--- src/logic/ibr_pkg.sv ---
// shared constants and device register map for the bus recovery controller
package ibr_pkg;

    // device register indices on the device access port
    localparam logic [3:0] DEV_CR1  = 4'h0;
    localparam logic [3:0] DEV_CR2  = 4'h1;
    localparam logic [3:0] DEV_MR   = 4'h2;
    localparam logic [3:0] DEV_SR   = 4'h3;
    localparam logic [3:0] DEV_TDR  = 4'h4;
    localparam logic [3:0] DEV_PORT = 4'h5;

    // bus_control_one layout: enable, reception_disable, master, transmit, clock select
    localparam int CR1_ICE  = 7;
    localparam int CR1_RECEPTION_DISABLE = 6;
    localparam int CR1_MST  = 5;
    localparam int CR1_TRS  = 4;
    localparam logic [3:0] CKS_RECOVER = 4'h4;  // serial clock = peripheral clock / 84

    // control two: stop request and control logic reset
    localparam logic [7:0] CR2_STOP_REQ = 8'h40;
    localparam logic [7:0] CR2_CTL_RST  = 8'h02;

    // mode register: format_select (1 = clocked synchronous)
    localparam logic [7:0] MR_FS_SYNC = 8'h80;
    localparam logic [7:0] MR_FS_I2C  = 8'h00;

    // status flags, written with 0 to clear
    localparam int SR_TRANSMIT_DATA_EMPTY_FLAG  = 7;
    localparam int SR_TRANSMIT_END_FLAG  = 6;
    localparam int SR_RECEIVE_DATA_FULL_FLAG  = 5;
    localparam int SR_STOP  = 3;
    localparam int SR_AL    = 2;
    localparam int SR_ACKBR = 0;
    localparam logic [7:0] SR_ALL_ONE = 8'hFF;
    localparam logic [7:0] SR_ALL_CLR = 8'h00;

    // data_line_pin_level inside port_pin_data_register
    localparam int PORT_SDA = 7;

    // software register word addresses
    localparam logic [2:0] REG_CMD  = 3'h0;
    localparam logic [2:0] REG_TX   = 3'h1;
    localparam logic [2:0] REG_STAT = 3'h2;
    localparam logic [2:0] REG_IRQ  = 3'h3;
    localparam logic [2:0] REG_MASK = 3'h4;

    // command field codes and option bit
    localparam logic [1:0] CMD_SEND    = 2'h1;
    localparam logic [1:0] CMD_STOP    = 2'h2;
    localparam logic [1:0] CMD_RECOVER = 2'h3;
    localparam int CMD_RXEND = 2;

    // result codes, also the sticky interrupt bit numbers
    localparam logic [1:0] RES_OK    = 2'h0;
    localparam logic [1:0] RES_ACK   = 2'h1;
    localparam logic [1:0] RES_BUS   = 2'h2;
    localparam logic [1:0] RES_FATAL = 2'h3;
    localparam logic [3:0] MASK_RST  = 4'h0;

    // clock falls before a stop after receiving, one bit for recovery
    localparam logic [3:0] SCL_FALLS_STOP = 4'h9;
    localparam logic [3:0] SCL_FALLS_BIT  = 4'h1;

    // bounded poll time
    localparam int CLK_MHZ      = 100;
    localparam int POLL_TIME_US = 1000;
    localparam int POLL_CYC     = POLL_TIME_US * CLK_MHZ;

    // bus_control_one value with recovery clock select
    function automatic logic [7:0] cr1(input logic interface_enable, input logic reception_disable,
                                       input logic mst, input logic transmit_select);
        logic [7:0] v;
        v = {interface_enable, reception_disable, mst, transmit_select, CKS_RECOVER};
        return v;
    endfunction

endpackage

--- src/logic/ibr_sync.sv ---
// three-stage pin synchroniser with agreement filter
`timescale 1ns/10ps
`default_nettype none
module ibr_sync (
    input  wire logic clk_i,     // system clock
    input  wire logic resetn_i,  // async reset, active low
    input  wire logic pin_i,     // asynchronous pin
    output logic      level_o    // filtered level
);
    logic s1_reg;
    logic s2_reg;
    logic s3_reg;

    // level follows once stages two and three agree
    always_ff @(posedge clk_i or negedge resetn_i) begin
        if (!resetn_i) begin
            s1_reg  <= 1'b1;
            s2_reg  <= 1'b1;
            s3_reg  <= 1'b1;
            level_o <= 1'b1;
        end else begin
            s1_reg <= pin_i;
            s2_reg <= s1_reg;
            s3_reg <= s2_reg;
            if (s2_reg == s3_reg) begin
                level_o <= s3_reg;
            end
        end
    end
endmodule
`default_nettype wire

--- src/logic/ibr_host.sv ---
// controller driving the two-wire interface: byte send, stop, bus recovery
//
// The register offsets and the Avalon-MM interface to the registers were decided locally.
`timescale 1ns/10ps
`default_nettype none
module ibr_host #(
    parameter int POLL_CYC = ibr_pkg::POLL_CYC  // bounded poll length in cycles
) (
    input  wire logic        clk_i,              // system clock, 100 MHz
    input  wire logic        resetn_i,           // async reset, active low
    input  wire logic [2:0]  avs_address_i,      // word address
    input  wire logic        avs_read_i,         // read request
    input  wire logic        avs_write_i,        // write request
    input  wire logic [31:0] avs_writedata_i,    // write data
    output logic [31:0]      avs_readdata_o,     // read data
    output logic             avs_waitrequest_o,  // stall
    output logic [3:0]       dev_addr_o,         // device register index
    output logic [7:0]       dev_wdata_o,        // device write data
    output logic             dev_write_o,        // device write request
    output logic             dev_read_o,         // device read request
    input  wire logic [7:0]  dev_rdata_i,        // device read data
    input  wire logic        dev_ack_i,          // device access done
    input  wire logic        scl_i,              // clock line pin level
    output logic             irq_o               // level interrupt
);

    // ----------------------------------------------------------------
    // declarations
    // ----------------------------------------------------------------
    typedef enum logic [4:0] {
        S_IDLE, S_TX_POLL, S_TX_WR, S_TX_WAIT,
        S_SP_CLR, S_SP_NINE, S_SP_ISSUE, S_SP_POLL, S_SP_SLV, S_SP_TRANSMIT_DATA_EMPTY_FLAG, S_SP_TRANSMIT_END_FLAG,
        S_RC_CR1, S_RC_RST, S_RC_CLR, S_RC_FS, S_RC_EN, S_RC_CLK, S_RC_BIT,
        S_RC_RECEPTION_DISABLE, S_RC_RECEIVE_DATA_FULL_FLAG, S_RC_PIN, S_RC_FS0, S_RC_SLV
    } ibr_state_e;

    ibr_state_e  state_reg;
    ibr_state_e  state_last_reg;
    logic        resp_reg;
    logic        avs_req;
    logic        fire;
    logic        cmd_go;
    logic [31:0] rd_mux;
    logic [7:0]  tx_reg;
    logic [1:0]  cmd_reg;
    logic        rx_end_reg;
    logic [1:0]  res_reg;
    logic        rec_ok_reg;
    logic [3:0]  irq_reg;
    logic [3:0]  mask_reg;
    logic [3:0]  irq_set;
    logic        acc_en;
    logic        acc_wr;
    logic [3:0]  acc_addr;
    logic [7:0]  acc_wdata;
    logic        acc_done_reg;
    logic [7:0]  rd_data_reg;
    logic [31:0] wait_cnt;
    logic        tmo;
    logic        scl_s;
    logic        scl_last_reg;
    logic [3:0]  fall_cnt;

    // ----------------------------------------------------------------
    // clock line sampling
    // ----------------------------------------------------------------
    ibr_sync u_scl (
        .clk_i    (clk_i),
        .resetn_i (resetn_i),
        .pin_i    (scl_i),
        .level_o  (scl_s)
    );

    // count clock falls, restarted while idle and at clock start
    always_ff @(posedge clk_i or negedge resetn_i) begin
        if (!resetn_i) begin
            scl_last_reg <= 1'b1;
            fall_cnt     <= 4'h0;
        end else begin
            scl_last_reg <= scl_s;
            if (state_reg == S_IDLE || state_reg == S_RC_CLK) begin
                fall_cnt <= 4'h0;
            end else if (scl_last_reg && !scl_s && fall_cnt != 4'hF) begin
                fall_cnt <= fall_cnt + 4'h1;
            end
        end
    end

    // ----------------------------------------------------------------
    // software register slave
    // ----------------------------------------------------------------
    // one wait cycle on every access
    assign avs_req           = avs_read_i | avs_write_i;
    assign avs_waitrequest_o = avs_req & ~resp_reg;
    assign fire              = avs_req & resp_reg;
    assign cmd_go = fire && avs_write_i && avs_address_i == ibr_pkg::REG_CMD
                    && state_reg == S_IDLE && avs_writedata_i[1:0] != 2'h0;

    always_ff @(posedge clk_i or negedge resetn_i) begin
        if (!resetn_i) begin
            resp_reg <= 1'b0;
        end else begin
            resp_reg <= avs_req & ~resp_reg;
        end
    end

    // read back mux
    always_comb begin
        case (avs_address_i)
            ibr_pkg::REG_CMD:  rd_mux = {29'h0, rx_end_reg, cmd_reg};
            ibr_pkg::REG_TX:   rd_mux = {24'h0, tx_reg};
            ibr_pkg::REG_STAT: rd_mux = {25'h0, rd_data_reg[7:4], res_reg,
                                        state_reg != S_IDLE};
            ibr_pkg::REG_IRQ:  rd_mux = {28'h0, irq_reg};
            ibr_pkg::REG_MASK: rd_mux = {28'h0, mask_reg};
            default:           rd_mux = 32'h0000_0000;
        endcase
    end

    // read data captured in the wait cycle
    always_ff @(posedge clk_i or negedge resetn_i) begin
        if (!resetn_i) begin
            avs_readdata_o <= 32'h0000_0000;
        end else if (avs_read_i && !resp_reg) begin
            avs_readdata_o <= rd_mux;
        end
    end

    // writable registers; transmit byte refused while busy
    always_ff @(posedge clk_i or negedge resetn_i) begin
        if (!resetn_i) begin
            tx_reg   <= 8'h00;
            mask_reg <= ibr_pkg::MASK_RST;
        end else if (fire && avs_write_i) begin
            if (avs_address_i == ibr_pkg::REG_TX && state_reg == S_IDLE) begin
                tx_reg <= avs_writedata_i[7:0];
            end
            if (avs_address_i == ibr_pkg::REG_MASK) begin
                mask_reg <= avs_writedata_i[3:0];
            end
        end
    end

    // ----------------------------------------------------------------
    // interrupt
    // ----------------------------------------------------------------
    // one sticky bit per result, set when a command ends
    assign irq_set = (state_last_reg != S_IDLE && state_reg == S_IDLE) ?
                     4'(4'h1 << res_reg) : 4'h0;

    // read clears only what was returned; a new set wins
    always_ff @(posedge clk_i or negedge resetn_i) begin
        if (!resetn_i) begin
            irq_reg <= 4'h0;
        end else if (fire && avs_read_i && avs_address_i == ibr_pkg::REG_IRQ) begin
            irq_reg <= (irq_reg & ~avs_readdata_o[3:0]) | irq_set;
        end else begin
            irq_reg <= irq_reg | irq_set;
        end
    end

    assign irq_o = |(irq_reg & mask_reg);

    // ----------------------------------------------------------------
    // device access per state
    // ----------------------------------------------------------------
    always_comb begin
        case (state_reg)
            S_TX_POLL, S_TX_WAIT, S_SP_POLL, S_SP_TRANSMIT_END_FLAG, S_RC_RECEIVE_DATA_FULL_FLAG: begin
                {acc_en, acc_wr, acc_addr, acc_wdata} = {2'b10, ibr_pkg::DEV_SR, 8'h00};
            end
            S_TX_WR: begin
                {acc_en, acc_wr, acc_addr, acc_wdata} = {2'b11, ibr_pkg::DEV_TDR, tx_reg};
            end
            S_SP_CLR: begin
                {acc_en, acc_wr, acc_addr, acc_wdata} = {2'b11, ibr_pkg::DEV_SR,
                    ibr_pkg::SR_ALL_ONE & ~(8'h01 << ibr_pkg::SR_TRANSMIT_END_FLAG)
                                        & ~(8'h01 << ibr_pkg::SR_STOP)};
            end
            S_SP_ISSUE: begin
                {acc_en, acc_wr, acc_addr, acc_wdata} = {2'b11, ibr_pkg::DEV_CR2,
                                                         ibr_pkg::CR2_STOP_REQ};
            end
            S_SP_SLV, S_RC_SLV: begin
                {acc_en, acc_wr, acc_addr, acc_wdata} = {2'b11, ibr_pkg::DEV_CR1,
                    ibr_pkg::cr1(1'b1, 1'b0, 1'b0, 1'b0)};
            end
            S_SP_TRANSMIT_DATA_EMPTY_FLAG: begin
                {acc_en, acc_wr, acc_addr, acc_wdata} = {2'b11, ibr_pkg::DEV_SR,
                    ibr_pkg::SR_ALL_ONE & ~(8'h01 << ibr_pkg::SR_TRANSMIT_DATA_EMPTY_FLAG)};
            end
            S_RC_CR1: begin
                {acc_en, acc_wr, acc_addr, acc_wdata} = {2'b11, ibr_pkg::DEV_CR1,
                    ibr_pkg::cr1(1'b0, 1'b0, 1'b0, 1'b0)};
            end
            S_RC_RST: begin
                {acc_en, acc_wr, acc_addr, acc_wdata} = {2'b11, ibr_pkg::DEV_CR2,
                                                         ibr_pkg::CR2_CTL_RST};
            end
            S_RC_CLR: begin
                {acc_en, acc_wr, acc_addr, acc_wdata} = {2'b11, ibr_pkg::DEV_SR,
                                                         ibr_pkg::SR_ALL_CLR};
            end
            S_RC_FS: begin
                {acc_en, acc_wr, acc_addr, acc_wdata} = {2'b11, ibr_pkg::DEV_MR,
                                                         ibr_pkg::MR_FS_SYNC};
            end
            S_RC_EN: begin
                {acc_en, acc_wr, acc_addr, acc_wdata} = {2'b11, ibr_pkg::DEV_CR1,
                    ibr_pkg::cr1(1'b1, 1'b0, 1'b0, 1'b0)};
            end
            S_RC_CLK: begin
                {acc_en, acc_wr, acc_addr, acc_wdata} = {2'b11, ibr_pkg::DEV_CR1,
                    ibr_pkg::cr1(1'b1, 1'b0, 1'b1, 1'b0)};
            end
            S_RC_RECEPTION_DISABLE: begin
                {acc_en, acc_wr, acc_addr, acc_wdata} = {2'b11, ibr_pkg::DEV_CR1,
                    ibr_pkg::cr1(1'b1, 1'b1, 1'b1, 1'b0)};
            end
            S_RC_PIN: begin
                {acc_en, acc_wr, acc_addr, acc_wdata} = {2'b10, ibr_pkg::DEV_PORT, 8'h00};
            end
            S_RC_FS0: begin
                {acc_en, acc_wr, acc_addr, acc_wdata} = {2'b11, ibr_pkg::DEV_MR,
                                                         ibr_pkg::MR_FS_I2C};
            end
            default: begin
                {acc_en, acc_wr, acc_addr, acc_wdata} = {2'b00, 4'h0, 8'h00};
            end
        endcase
    end

    // request held until acknowledged, done pulses one cycle
    always_ff @(posedge clk_i or negedge resetn_i) begin
        if (!resetn_i) begin
            dev_read_o   <= 1'b0;
            dev_write_o  <= 1'b0;
            dev_addr_o   <= 4'h0;
            dev_wdata_o  <= 8'h00;
            acc_done_reg <= 1'b0;
            rd_data_reg  <= 8'h00;
        end else begin
            acc_done_reg <= 1'b0;
            if (dev_read_o || dev_write_o) begin
                if (dev_ack_i) begin
                    dev_read_o   <= 1'b0;
                    dev_write_o  <= 1'b0;
                    acc_done_reg <= 1'b1;
                    rd_data_reg  <= dev_rdata_i;
                end
            end else if (acc_en && !acc_done_reg) begin
                dev_read_o  <= ~acc_wr;
                dev_write_o <= acc_wr;
                dev_addr_o  <= acc_addr;
                dev_wdata_o <= acc_wdata;
            end
        end
    end

    // ----------------------------------------------------------------
    // sequencer
    // ----------------------------------------------------------------
    // poll timer restarts on each state change
    assign tmo = wait_cnt >= 32'(POLL_CYC);

    always_ff @(posedge clk_i or negedge resetn_i) begin
        if (!resetn_i) begin
            state_last_reg <= S_IDLE;
            wait_cnt       <= 32'h0000_0000;
        end else begin
            state_last_reg <= state_reg;
            wait_cnt <= (state_reg != state_last_reg) ? 32'h0000_0000 : wait_cnt + 32'h1;
        end
    end

    always_ff @(posedge clk_i or negedge resetn_i) begin
        if (!resetn_i) begin
            state_reg  <= S_IDLE;
            cmd_reg    <= 2'h0;
            rx_end_reg <= 1'b0;
            res_reg    <= ibr_pkg::RES_OK;
            rec_ok_reg <= 1'b0;
        end else begin
            case (state_reg)
                S_IDLE: if (cmd_go) begin
                    cmd_reg    <= avs_writedata_i[1:0];
                    rx_end_reg <= avs_writedata_i[ibr_pkg::CMD_RXEND];
                    if (avs_writedata_i[1:0] == ibr_pkg::CMD_SEND) begin
                        state_reg <= S_TX_POLL;
                    end else if (avs_writedata_i[1:0] == ibr_pkg::CMD_STOP) begin
                        state_reg <= S_SP_CLR;
                    end else begin
                        state_reg <= S_RC_CR1;
                    end
                end
                S_TX_POLL: if (acc_done_reg) begin
                    if (rd_data_reg[ibr_pkg::SR_TRANSMIT_DATA_EMPTY_FLAG]) begin
                        state_reg <= S_TX_WR;
                    end else if (tmo) begin
                        res_reg   <= ibr_pkg::RES_BUS;
                        state_reg <= S_IDLE;
                    end
                end
                S_TX_WR: if (acc_done_reg) begin
                    state_reg <= S_TX_WAIT;
                end
                S_TX_WAIT: if (acc_done_reg) begin
                    if (rd_data_reg[ibr_pkg::SR_AL]) begin
                        res_reg   <= ibr_pkg::RES_BUS;
                        state_reg <= S_IDLE;
                    end else if (rd_data_reg[ibr_pkg::SR_TRANSMIT_END_FLAG]) begin
                        res_reg   <= rd_data_reg[ibr_pkg::SR_ACKBR] ?
                                     ibr_pkg::RES_ACK : ibr_pkg::RES_OK;
                        state_reg <= S_IDLE;
                    end else if (tmo) begin
                        res_reg   <= ibr_pkg::RES_BUS;
                        state_reg <= S_IDLE;
                    end
                end
                S_SP_CLR: if (acc_done_reg) begin
                    state_reg <= rx_end_reg ? S_SP_NINE : S_SP_ISSUE;
                end
                S_SP_NINE: begin
                    if (fall_cnt >= ibr_pkg::SCL_FALLS_STOP) begin
                        state_reg <= S_SP_ISSUE;
                    end else if (tmo) begin
                        res_reg   <= ibr_pkg::RES_BUS;
                        state_reg <= S_IDLE;
                    end
                end
                S_SP_ISSUE: if (acc_done_reg) begin
                    state_reg <= S_SP_POLL;
                end
                S_SP_POLL: if (acc_done_reg) begin
                    if (rd_data_reg[ibr_pkg::SR_STOP]) begin
                        state_reg <= S_SP_SLV;
                    end else if (tmo) begin
                        res_reg   <= ibr_pkg::RES_BUS;
                        state_reg <= S_IDLE;
                    end
                end
                S_SP_SLV: if (acc_done_reg) begin
                    state_reg <= S_SP_TRANSMIT_DATA_EMPTY_FLAG;
                end
                S_SP_TRANSMIT_DATA_EMPTY_FLAG: if (acc_done_reg) begin
                    state_reg <= S_SP_TRANSMIT_END_FLAG;
                end
                S_SP_TRANSMIT_END_FLAG: if (acc_done_reg) begin
                    if (rd_data_reg[ibr_pkg::SR_TRANSMIT_END_FLAG] || tmo) begin
                        res_reg   <= rd_data_reg[ibr_pkg::SR_TRANSMIT_END_FLAG] ?
                                     ibr_pkg::RES_OK : ibr_pkg::RES_BUS;
                        state_reg <= S_IDLE;
                    end
                end
                S_RC_CR1: if (acc_done_reg) begin
                    state_reg <= S_RC_RST;
                end
                S_RC_RST: if (acc_done_reg) begin
                    state_reg <= S_RC_CLR;
                end
                S_RC_CLR: if (acc_done_reg) begin
                    state_reg <= S_RC_FS;
                end
                S_RC_FS: if (acc_done_reg) begin
                    state_reg <= S_RC_EN;
                end
                S_RC_EN: if (acc_done_reg) begin
                    state_reg <= S_RC_CLK;
                end
                S_RC_CLK: if (acc_done_reg) begin
                    state_reg <= S_RC_BIT;
                end
                S_RC_BIT: begin
                    if (fall_cnt >= ibr_pkg::SCL_FALLS_BIT) begin
                        state_reg <= S_RC_RECEPTION_DISABLE;
                    end else if (tmo) begin
                        rec_ok_reg <= 1'b0;
                        state_reg  <= S_RC_FS0;
                    end
                end
                S_RC_RECEPTION_DISABLE: if (acc_done_reg) begin
                    state_reg <= S_RC_RECEIVE_DATA_FULL_FLAG;
                end
                S_RC_RECEIVE_DATA_FULL_FLAG: if (acc_done_reg) begin
                    if (rd_data_reg[ibr_pkg::SR_RECEIVE_DATA_FULL_FLAG]) begin
                        state_reg <= S_RC_PIN;
                    end else if (tmo) begin
                        rec_ok_reg <= 1'b0;
                        state_reg  <= S_RC_FS0;
                    end
                end
                S_RC_PIN: if (acc_done_reg) begin
                    rec_ok_reg <= rd_data_reg[ibr_pkg::PORT_SDA];
                    state_reg  <= S_RC_FS0;
                end
                S_RC_FS0: if (acc_done_reg) begin
                    state_reg <= S_RC_SLV;
                end
                S_RC_SLV: if (acc_done_reg) begin
                    res_reg   <= rec_ok_reg ? ibr_pkg::RES_OK : ibr_pkg::RES_FATAL;
                    state_reg <= S_IDLE;
                end
                default: state_reg <= S_IDLE;
            endcase
        end
    end

endmodule
`default_nettype wire

--- config.mk ---
export PLATFORM = sky130hd
export DESIGN_NAME = ibr_host
export DESIGN_NICKNAME = d
export VERILOG_FILES = /design/src/logic/ibr_pkg.sv /design/src/logic/ibr_sync.sv /design/src/logic/ibr_host.sv
export SDC_FILE = /design/constraint.sdc
export NUM_CORES = 1
export LEC_CHECK = 0
export ABC_AREA = 1
export BUFFER_PORTS_ARGS = -buffer_cell sky130_fd_sc_hd__buf_4
export CORE_MARGIN = 2
export CORE_UTILIZATION = 35
export DETAILED_ROUTE_END_ITERATION = 8
export PLACE_DENSITY = 0.62
export SLEW_MARGIN = 0
export SYNTH_ARGS = -nofsm -noshare
export SYNTH_HDL_FRONTEND = slang
export SYNTH_SLANG_ARGS = --single-unit
export TNS_END_PERCENT = 20
--- constraint.sdc ---
create_clock -name clk_i -period 2 [get_ports clk_i]
set_input_delay 0.1 -clock clk_i [delete_from_list [all_inputs] [get_ports clk_i]]
set_output_delay 0.1 -clock clk_i [all_outputs]
set_load 0.05 [all_outputs]
==> metrics.md <==
| Metric | Value |
|---|---|
| Pin count of the biggest net entering global routing | `52` |
| Worst Setup SP | `state_reg[1]` |
| Placed cell count | `1144` |
| Post-synthesis instance area | `0.00642 sq mm` |
| Vias in the first global route | `5410` |
| 1st-pass router iterations | `5` |
| Clk sink count | `103` |
| Critical-path cell list | `inv_4 > nand2_2 > inv_1 > nand3_1 > nand4_1 > nor2_1 > nor2_1 > nor2_2 > nand2_1 > nand2_1` |
| Post-CTS setup buffer count | `0` |
| Pwr dens | `1270 mW/mm^2` |
| WL/cell | `13.4 microns` |
| Fin nets | `999` |
| Fin Hold WS | `16.7 ps` |
| Worst stage delay on the critical path | `520 ps` |
| Yosys cell types | `48` |
| Top reg by flops | `wait_cnt` |
| Chip Height | `139 microns` |
| DP Wirelength | `12.2 mm` |
| Synth top area share | `38.2%` |
| Warnings, synthesis | `0` |
| Die X | `139 microns` |
| Initial Utilization | `35.7%` |
| Post-synthesis sequential area ratio | `40.2%` |
| First-pass GRT wire length | `26.8 mm` |
| Synthesized instance count | `858` |
| Core area | `0.0180 sq mm` |
| Final Worst Setup Slack | `89.8 ps` |
| Max Slew Vio Count | `0` |
| Max Fclk | `524 MHz` |
| R2r startpoint | `state_reg[1]` |
| Leak Pwr | `3.68 nW` |
| Antenna violations before repair | `0` |
| CTS H-tree depth | `3` |
| Minimum clock period | `1910 ps` |
| DRC Markers | `0` |
| Post-synth ARST share | `100%` |
| Fin area | `0.00751 sq mm` |
| Via/cell ratio | `4.79` |
| Gr ovfl total | `0` |
| CP Data Required Time | `2290 ps` |
| Crit end category | `register` |
| Die area | `0.0194 sq mm` |
| CTS tree | `yes` |
| Share of cells above drive strength 1 | `18.3%` |
| Synth Flop Type | `dfrtp_1` |
| Arr. time, crit path | `2200 ps` |
| Total number of vias | `5635` |
| Synth area leaders | `dfrtp_1 38%, nand2_1 12%, nor2_1 6.5%` |
| Post-synth EDFFs | `0` |
| DP Area | `0.00704 sq mm` |
| Pre-CTS WS | `110 ps` |
| Synth Register Bits | `103` |
| Final hold viol count | `0` |
| Detailed Route WL | `15.7 mm` |
| Reg clk slew, reported paths | `80 ps` |
| Max VDD drop | `0.552 mV` |
| I/O Buffers | `46` |
| HP Start | `avs_read_i` |
| All-layer global routing usage | `16.8%` |
| Total power | `9.52 mW` |
| P&R area growth vs syn | `17.0%` |
| Non-filler instance count after layout | `1176` |
| Final Cycle Share | `95.5%` |
| CP Class | `reg2reg` |
| Crit-path slowest cell | `dfrtp_1` |
| Peak fanout along the critical path | `7` |
| Final ANT Viol Nets | `0` |
| I/O Pins | `97` |
| Root Driver | `clkbuf_16` |
| Avg Inst Size Synth | `7.48 sq um` |
| Outcome | `finished, final reports clean` |
| Initial DRC Count | `339` |
| Clock buffer count from CTS | `9` |
| Class of the worst hold path | `in2reg` |
| CTS Buffer Depth | `2` |
| Setup TNS | `0 ps` |
| Critical Path Start Type | `register` |
| RSZ-0062 raised after global routing | `true` |
| # setup viols final | `0` |
| Placer Congestion | `0.946` |
| Placement Rows | `49` |
| Fin Clk Skew | `9.63 ps` |
| Synth area leader | `dfrtp_1` |
| Final Util | `41.8%` |
| Max_cap viols | `0` |
| Clock latency on the worst-skew pair | `360 ps` |
| Ant diodes | `0` |
| Max reg flops | `32` |
## cells in the final DEF, fill, tap and decap left out, types with 18 or more instances in the layout
cell type	instances
nand2_1	203
nor2_1	110
inv_1	99
dfrtp_1	96
buf_4	70
nand3_1	60
o21ai_0	48
nand2_2	30
conb_1	25
nor3_1	20
a21oi_1	19
nand4_1	18
## cell families after synthesis
| logic type | Yosys count | share of synthesized area [%] |
|---|---|---|
| fa+ha+maj | 9 | 1.72 |
| xor+xnor | 20 | 2.73 |
| mux | 1 | 0.175 |
| compound gates | 93 | 7.99 |
| flops | 103 | 40.2 |
| other cells | 1 | 0.0584 |
| simple gates | 483 | 35.8 |
| buf+inv | 148 | 11.3 |
## per-layer routing
metal	share of wire (%)	global-route usage, %	vias up
li1	-	-	2854
met4	1.4	6.54	0
met3	5.2	2.20	20
met2	46	26.0	149
met1	47	24.1	2612
met5	0	0	-
## critical path: cells and delay by family (launching register included)
| family | cells | cell delay [ps] |
|---|---|---|
| buffers and inverters | 2 | 220 |
| DFF | 1 | 520 |
| and+or+nand+nor | 8 | 1100 |
## final timing paths
kind                                 to  cells after the start  slack, ps
setup / recovery           state_reg[3]                     10         90
hold / removal                 resp_reg                      3         20
setup reg to reg           state_reg[3]                     10         90
hold reg to reg            u_scl.s2_reg                      0        360
max in group asynchronous  state_reg[3]                      3       1090
min in group asynchronous   wait_cnt[2]                      2        190
## Yosys cell counts (2+ instances only)
library cell and instances:
a21oi_1 19, buf_2 3, buf_4 25, buf_6 6, clkbuf_1 3, dfrtp_1 98, dfstp_2 5, ha_1 8
inv_1 99, inv_2 6, inv_4 4, nand2_1 203, nand2_2 30, nand2_4 5, nand3_1 60, nand3_2 5
nand3_4 2, nand3b_1 2, nand4_1 18, nor2_1 111, nor2_2 7, nor2_4 6, nor2_8 2, nor3_1 20
nor3_2 5, nor3b_1 2, nor4_1 2, o211ai_1 3, o21a_1 2, o21ai_0 48, o21ai_1 7, o22ai_1 5
o31ai_1 3, or2_2 2, xnor2_1 4, xor2_1 16
## cell type report
type	count	area, sq um
timing repair buffer	87	706
fill	1857	10500
multi-input combinational	631	3200
tap	229	287
clock inverter	7	78.8
inverter	110	423
sequential	103	2590
clock buffer	9	225
## report_power, final
group	leakage, nW	switching, mW	internal (mW)
registers	1.33	0.416	2.59
logic	2.21	3.19	1.51
clock network	0.139	0.837	0.982
total	3.68	4.44	5.08
## repair_timing
item,4_1_cts,5_1_grt
endpoints found under the setup margin,0,20
hold buffers,16,0
gates resized for setup,0,3
hold endpoints to repair,39,0
No activity file was read; power rests on OpenSTA's default activity.
